`config.mk`:
```
export PLATFORM = sky130hd
export DESIGN_NAME = hcir_regs
export DESIGN_NICKNAME = d
export VERILOG_FILES = /design/src/common/hcir_pkg.sv /design/src/hdl/hcir_regs.sv
export SDC_FILE = /design/constraint.sdc
export NUM_CORES = 1
export LEC_CHECK = 0
export ABC_AREA = 1
export ABC_CLOCK_PERIOD_IN_PS = 1700
export CORE_MARGIN = 10
export CORE_UTILIZATION = 50
export DETAILED_ROUTE_END_ITERATION = 8
export DONT_BUFFER_PORTS = 1
export PLACE_DENSITY = 0.7
export RECOVER_POWER = 50
export SYNTH_ARGS = -nofsm -noshare
export SYNTH_HDL_FRONTEND = slang
export SYNTH_SLANG_ARGS = --single-unit
```
`constraint.sdc`:
```
create_clock -name mclk_in -period 1.7 [get_ports mclk_in]
set_input_delay 0 -clock mclk_in [delete_from_list [all_inputs] [get_ports mclk_in]]
set_output_delay 0 -clock mclk_in [all_outputs]
set_load 0.01 [all_outputs]
```
`src/common/hcir_pkg.sv`:
```
// package: offsets, field positions, reset values and types of the host register block
`default_nettype none
package hcir_pkg;
    localparam logic [7:0] VER_OFS = 8'h00;
    localparam logic [7:0] ROM_OFS = 8'h04;
    localparam logic [7:0] RTY_OFS = 8'h08;
    localparam logic [7:0] MAJOR_VER = 8'h01;
    localparam logic [7:0] MINOR_VER = 8'h10;
    localparam int PRESENT_BIT = 24;
    localparam int CLEAR_BIT = 31;
    localparam int GO_BIT = 25;
    localparam int RDATA_LSB = 16;
    localparam int LIMIT_LSB = 0;
    localparam logic [7:0] SMALL_ROM_RST = 8'h00;
    localparam logic [7:0] SMALL_ROM_ADDR = 8'h28;
    localparam logic [7:0] BUSINFO_BASE = 8'h00;
    localparam logic [3:0] BUSINFO_BYTES = 4'h8;
    localparam logic [2:0] SETTLE_CYCLES = 3'h6;
    localparam logic [3:0] RETRY_RST = 4'h0;
    localparam logic [2:0] FILT_RST = 3'h3;
    localparam logic [8:0] SYNC_RST = 9'h03f;
    localparam int UNIT_REQ = 0;
    localparam int UNIT_ARESP = 1;
    localparam int UNIT_PRESP = 2;

    typedef enum logic [3:0] {
        HCIR_IDLE = 4'h1,
        HCIR_SETTLE = 4'h2,
        HCIR_BOOT = 4'h4,
        HCIR_READ = 4'h8
    } hcir_state_t;

    typedef struct packed {
        logic wr;
        logic rd;
        logic [7:0] addr;
        logic [31:0] wdata;
    } hcir_bus_t;

    typedef struct packed {
        logic req;
        logic [7:0] addr;
    } hcir_rom_req_t;

    typedef struct packed {
        logic ack_valid;
        logic ack_retry;
    } hcir_ack_t;

    typedef struct packed {
        logic resend;
        logic final_done;
        logic final_fail;
    } hcir_tx_rsp_t;

    typedef struct packed {
        hcir_state_t fsm;
        logic [2:0] settle;
        logic [3:0] boot_idx;
        logic present;
        logic clear_go;
        logic read_go;
        logic [7:0] rom_addr;
        logic [7:0] rom_byte;
        logic [7:0] small_rom;
        logic [7:0][7:0] bus_info;
        logic [2:0][3:0] lim;
        logic [2:0][3:0] cnt;
        hcir_tx_rsp_t [2:0] tx;
        logic [31:0] rdata;
        hcir_rom_req_t rom;
        logic [2:0][2:0] pin_sync;
        logic [2:0] filt;
    } hcir_regs_t;
endpackage
`default_nettype wire

```
`src/hdl/hcir_regs.sv`:
```
// module: version, eeprom access and transmit retry registers
//
// Operation
// - version bits 31-25 read zero
// - bit 24 flags a detected eeprom
// - present eeprom loads bus info after reset
// - major version field reads 01h
// - minor version field reads 10h
// - either reset pin restores defaults
// - bit 31 zeroes address, hardware clears it
// - address clear leaves read byte unchanged
// - bit 25 starts byte read, self-clears
// - fetched byte lands in bits 23-16
// - small rom offset loads from 28h
// - access port reserved bits read zero
// - dual-phase seconds field reads zero
// - dual-phase cycles field reads zero
// - physical response resends up to limit
// - async response resends up to limit
// - async request resends up to limit
// - retry bits 15-12 read zero
`timescale 1ns/1ps
`default_nettype none
module hcir_regs (
    input wire logic mclk_in,
    input wire logic rst_in,
    input wire logic fundamental_reset_pin_n_in,
    input wire logic global_reset_pin_n_in,
    input wire logic eeprom_detect_in,
    input wire hcir_pkg::hcir_bus_t bus_in,
    output logic [31:0] rdata_out,
    output hcir_pkg::hcir_rom_req_t rom_req_out,
    input wire logic rom_done_in,
    input wire logic [7:0] rom_data_in,
    output logic [63:0] bus_info_out,
    output logic eeprom_present_flag_out,
    output logic [7:0] small_rom_offset_out,
    input wire hcir_pkg::hcir_ack_t [2:0] tx_ack_in,
    output hcir_pkg::hcir_tx_rsp_t [2:0] tx_rsp_out
);

    hcir_pkg::hcir_regs_t q;
    hcir_pkg::hcir_regs_t d;

    ////////////////////////////////////////////////////////////////////////////////
    // decode helpers

    function automatic logic hit(input logic [7:0] a, input logic [7:0] ofs);
        return a == ofs;
    endfunction

    function automatic logic [31:0] reg_word(input logic [7:0] a,
                                             input hcir_pkg::hcir_regs_t s);
        logic [31:0] w;
        w = 32'h0000_0000;
        if (hit(a, hcir_pkg::VER_OFS)) begin
            w = {7'h00, s.present, hcir_pkg::MAJOR_VER, 8'h00, hcir_pkg::MINOR_VER};
        end else if (hit(a, hcir_pkg::ROM_OFS)) begin
            w = {s.clear_go, 5'h00, s.read_go, 1'b0, s.rom_byte, 8'h00, s.small_rom};
        end else if (hit(a, hcir_pkg::RTY_OFS)) begin
            w = {3'h0, 13'h0000, 4'h0, s.lim};
        end
        return w;
    endfunction

    ////////////////////////////////////////////////////////////////////////////////
    // next state

    always_comb begin
        logic [2:0][2:0] sync_keep;
        logic [2:0] filt_keep;
        logic [2:0] pins;
        sync_keep = '0;
        filt_keep = '0;
        pins = {eeprom_detect_in, global_reset_pin_n_in, fundamental_reset_pin_n_in};
        d = q;
        d.tx = '0;
        d.rdata = 32'h0000_0000;
        // pin synchronisers, level taken when second and third stage agree
        for (int p = 0; p < 3; p++) begin
            d.pin_sync[p] = {q.pin_sync[p][1:0], pins[p]};
            if (q.pin_sync[p][1] == q.pin_sync[p][2]) begin
                d.filt[p] = q.pin_sync[p][2];
            end
        end
        if (bus_in.rd) begin
            d.rdata = reg_word(bus_in.addr, q);
        end
        unique case (q.fsm)
            hcir_pkg::HCIR_SETTLE: begin
                d.settle = q.settle + 3'h1;
                if (q.settle == hcir_pkg::SETTLE_CYCLES - 3'h1) begin
                    d.present = q.filt[2];
                    if (q.filt[2]) begin
                        d.boot_idx = 4'h0;
                        d.rom.req = 1'b1;
                        d.rom.addr = hcir_pkg::BUSINFO_BASE;
                        d.fsm = hcir_pkg::HCIR_BOOT;
                    end else begin
                        d.fsm = hcir_pkg::HCIR_IDLE;
                    end
                end
            end
            hcir_pkg::HCIR_BOOT: begin
                if (rom_done_in) begin
                    if (q.boot_idx == hcir_pkg::BUSINFO_BYTES) begin
                        d.small_rom = rom_data_in;
                        d.rom.req = 1'b0;
                        d.fsm = hcir_pkg::HCIR_IDLE;
                    end else begin
                        d.bus_info[q.boot_idx[2:0]] = rom_data_in;
                        d.boot_idx = q.boot_idx + 4'h1;
                        if (q.boot_idx == hcir_pkg::BUSINFO_BYTES - 4'h1) begin
                            d.rom.addr = hcir_pkg::SMALL_ROM_ADDR;
                        end else begin
                            d.rom.addr = hcir_pkg::BUSINFO_BASE + {4'h0, q.boot_idx} + 8'h01;
                        end
                    end
                end
            end
            hcir_pkg::HCIR_IDLE: begin
                if (q.clear_go) begin
                    d.rom_addr = 8'h00;
                    d.clear_go = 1'b0;
                end else if (q.read_go) begin
                    d.rom.req = 1'b1;
                    d.rom.addr = q.rom_addr;
                    d.fsm = hcir_pkg::HCIR_READ;
                end
            end
            hcir_pkg::HCIR_READ: begin
                if (rom_done_in) begin
                    d.rom.req = 1'b0;
                    d.rom_byte = rom_data_in;
                    d.rom_addr = q.rom_addr + 8'h01;
                    d.read_go = 1'b0;
                    d.fsm = hcir_pkg::HCIR_IDLE;
                end
            end
        endcase
        // retry bookkeeping per transmit unit
        for (int u = 0; u < 3; u++) begin
            if (tx_ack_in[u].ack_valid) begin
                if (tx_ack_in[u].ack_retry && (q.cnt[u] < q.lim[u])) begin
                    d.cnt[u] = q.cnt[u] + 4'h1;
                    d.tx[u].resend = 1'b1;
                end else begin
                    d.cnt[u] = 4'h0;
                    d.tx[u].final_done = 1'b1;
                    d.tx[u].final_fail = tx_ack_in[u].ack_retry;
                end
            end
        end
        // software writes; a set beats the hardware clear of the same cycle
        if (bus_in.wr && hit(bus_in.addr, hcir_pkg::ROM_OFS)) begin
            if (bus_in.wdata[hcir_pkg::CLEAR_BIT]) begin
                d.clear_go = 1'b1;
            end
            if (bus_in.wdata[hcir_pkg::GO_BIT]) begin
                d.read_go = 1'b1;
            end
        end
        if (bus_in.wr && hit(bus_in.addr, hcir_pkg::RTY_OFS)) begin
            d.lim = bus_in.wdata[hcir_pkg::LIMIT_LSB +: 12];
        end
        // reset by rst_in, or by either filtered reset pin
        if (rst_in || !q.filt[0] || !q.filt[1]) begin
            sync_keep = d.pin_sync;
            filt_keep = d.filt;
            d = '0;
            d.fsm = hcir_pkg::HCIR_SETTLE;
            d.small_rom = hcir_pkg::SMALL_ROM_RST;
            d.lim = {3{hcir_pkg::RETRY_RST}};
            d.pin_sync = hcir_pkg::SYNC_RST;
            d.filt = hcir_pkg::FILT_RST;
            if (!rst_in) begin
                d.pin_sync = sync_keep;
                d.filt = filt_keep;
            end
        end
    end

    always_ff @(posedge mclk_in) begin
        q <= d;
    end

    ////////////////////////////////////////////////////////////////////////////////
    // outputs

    assign rdata_out = q.rdata;
    assign rom_req_out = q.rom;
    assign bus_info_out = q.bus_info;
    assign eeprom_present_flag_out = q.present;
    assign small_rom_offset_out = q.small_rom;
    assign tx_rsp_out = q.tx;

    logic rd_ver;
    logic rd_rom;
    logic rd_rty;
    logic idle_s;
    assign rd_ver = bus_in.rd && hit(bus_in.addr, hcir_pkg::VER_OFS);
    assign rd_rom = bus_in.rd && hit(bus_in.addr, hcir_pkg::ROM_OFS);
    assign rd_rty = bus_in.rd && hit(bus_in.addr, hcir_pkg::RTY_OFS);
    assign idle_s = q.fsm == hcir_pkg::HCIR_IDLE;
endmodule
`default_nettype wire

```
==> metrics.txt <==
Post-Synthesis Cell Area 0.00797 mm²; endpoints failing setup 0; placed instance count 1110; max_cap viols 0; status finished, final reports clean; most frequent CP cell dlygate4sd3_1; top post-synthesis cells by area dfxtp_1 (45%), buf_4 (11%), a21oi_1 (7.5%), nand2_1 (7.3%), nand3_1 (6.0%); Sw Share 29.7%; Post-synth EDFFs 0; Crit. End Element register; Comb power frac 17.7%; crit path max fanout 24; FP Rows 46; CTS tree done; Internal Power between 7 and 8 mW; PwrDens ~1200 mW/mm²; Critical Path Start Type input port; Reg power frac 44.7%; core area 0.0158 mm²; Total Nets Final approximately 1000; fin crit share between 90% and 100%; Die W 146 µm; first-pass GRT wire length 30.5 mm; Netlist cell types 33; Starting Density roughly half; share of layout cells above drive strength 1 10.1%; Req. time, crit path between 2 and 2.5 ns; FMAX 0.630 GHz; clock share of power between 30% and 40%; leading area contributor after synthesis dfxtp_1; gr ovfl total 0; final worst slack 0.112 ns; cells along the critical path dlygate4sd3_1 -> nand3_1 -> dlygate4sd3_1 -> nor2_1 -> nand2_1 -> buf_6 -> o21ai_0 -> a21oi_1; DR DRC count 0; Hold Path Class input port to register; Die Y 146 µm; H-tree depth 4; clock slew at reported path FFs ~0.070 ns; DR iter-0 viols between 300 and 400; Fillers 1488; Area growth syn-to-layout 6.58%; Mean Syn Cell Area 7.85 µm²; initial antenna violation count 0; DP Area 0.00742 mm²; Num CTS Buffers 17; clk_skew 0.00988 ns; largest delay contributor family on the critical path buffers and inverters; ys flop type dfxtp_1; Slew @ Worst Pin 0.673 ns; WHS 0.0136 ns; design area between 0.008 and 0.009 mm²; Buf/Inv on CP 3; Seq/Total Area, Yosys between 40% and 50%; vias 6054; input/output buffers 0; Worst EP arrival 1.90 ns; CP max stage delay 0.61 ns; vias in the first global route 5767; Slew Limit Fails 0; RePlAce Congestion 0.878; CTS Buffer Depth 2; Post-Syn Instances roughly 1000; post-route ant nets 0; Yosys warning total 0; maximum vdd drop 0.000828 V; Worst Path Class, Setup input port to register; FF+latch count, synth approximately 180; clk sinks 179; Slew headroom a little over half; share of the synthesized area in the top cell type 45.0%; Post-DP HPWL 13.5 mm; overall die area 0.0214 mm²; GRT Resource Usage Total 17.4%; min Tclk post-route 1.59 ns; largest net degree at the start of global routing 66; Post-Place Setup Slack between 0.01 and 0.015 ns; asr flop ratio synth 0%; Finished Layout Cells between 1000 and 1500; Pre-antenna DRT Iters 5; latest clock arrival within the worst-skew pair 0.43 ns; root buffer cell clkbuf_16; Inserted Diodes 0; Final Hold Vio Count 0; Avg WL per Cell 16.2 µm; Sw Pwr between 3 and 4 mW; leak pwr around 3.2 nW; vias per cell 5.10; critical path's slowest cell dlygate4sd3_1; io pins around 190; Routed WL 19.2 mm
-- logic make-up after synthesis --
kind of cell,count (synthesis),share of synthesized area [%]
other,1,0.0470
buffers and inverters,250,18.5
xor gates and xnor gates,7,0.769
AOI/OAI and AO/OA,177,11.3
DFF,179,45.0
adders and majority gates,19,2.92
and+or+nand+nor,380,21.1
muxes,3,0.377
-- routing by layer --
layer / part of all wire, % / track usage [%] / wire (µm) / vias to the layer above
li1: - / - / - / 3059
met1: 42 / 21.1 / 8120 / 2756
met2: 48 / 28.8 / 9230 / 209
met3: 7.9 / 5.50 / 1510 / 30
met4: 1.6 / 5.71 / 313 / 0
met5: 0 / 0 / 0 / -
-- cells in the final DEF, fill, tap and decap left out, types with 3 or more instances in the layout --
cell	count
a21oi_1	118
clkbuf_2	3
inv_2	6
buf_12	4
nand2_2	6
dfxtp_1	179
conb_1	9
o21ai_0	38
nor3_1	5
o21ai_1	9
nor2_1	86
nand2_4	5
inv_1	81
nand2_1	153
buf_4	23
or2_2	4
mux2i_1	3
dlygate4sd3_1	43
o22ai_1	8
xor2_1	7
ha_1	17
clkinvlp_4	3
nand4_1	15
nand3_1	94
nand3_2	3
nor2_2	5
clkbuf_16	17
-- final cells by class --
cell class | count | area (µm²) | area share, %
clock buffers | 21 | 460 | 5.42
clock inverters | 10 | 125 | 1.47
inverters | 90 | 348 | 4.09
multi-input cells | 595 | 2990 | 35.2
flip-flops and latches | 179 | 3580 | 42.2
well taps | 216 | 270 | 3.18
repair buffers | 75 | 722 | 8.50
-- power by group through the flow --
stage,combinational (mW),sequential [mW],clock [mW]
after global placement,1.59,4.73,0
after global routing,2.06,4.67,4.11
after CTS,1.75,4.64,3.96
after detailed placement,1.60,4.73,0
final,1.84,4.63,3.89
after floorplan,1.39,4.62,0
-- worst reg2reg max path, cell delays in order, from the launching register on --
cell and delay, ns:
dfxtp_1 0.37, ha_1 0.16, nand2_1 0.10, nand3_1 0.15, nand2_1 0.13, nor2_2 0.15
nand3_4 0.15, o21ai_0 0.22, nor2_1 0.05
-- final timing paths --
path / slack [ns] / depth (start not counted) / endpoint / startpoint
min reg2reg: 0.40 / 2 / q[10]$_DFF_P_ / q[9]$_DFF_P_
max reg2reg: 0.12 / 8 / rom_req_out[6]$_SDFFE_PP0P_ / q[181]$_SDFFE_PP0N_
min: 0.01 / 5 / rdata_out[4]$_SDFF_PP0_ / bus_in[36]
max: 0.11 / 8 / q[85]$_SDFFE_PP0P_ / bus_in[35]
-- Yosys cell counts, types with 6 or more instances --
cell type and number:
nand3_1 96, buf_6 6, ha_1 17, o22ai_1 8, buf_4 122, clkbuf_1 17, nand4_1 15, inv_1 83
a21oi_1 120, xor2_1 7, dfxtp_1 179, buf_2 13, nor2_1 89, nand2_1 156, o21ai_0 47
-- state kept, by name, summed over array words and instances (netlist names) --
register and flops:
bus_info_out 64, tx_rsp_out 9, q 65, rdata_out 23, small_rom_offset_out 8, eeprom_present_flag_out 1
rom_req_out 9
-- per-stage QoR --
step                total power, mW  util, %  TNS (ns)
global placement               6.32     47.1         0
detailed placement             6.34     47.1         0
finish                         10.4     53.9         0
floorplan                      6.01        -         0
CTS                            10.4     53.5         0
global route                   10.8     53.9   -0.0748
-- timing repair --
item | 4_1_cts | 5_1_grt
endpoints found under the setup margin | 0 | 68
endpoints found under the hold margin | 168 | 5
hold buffers | 43 | 1
buffers inserted | 0 | 1
gates resized for setup | 0 | 26
Power figures use the tool's default switching activity.
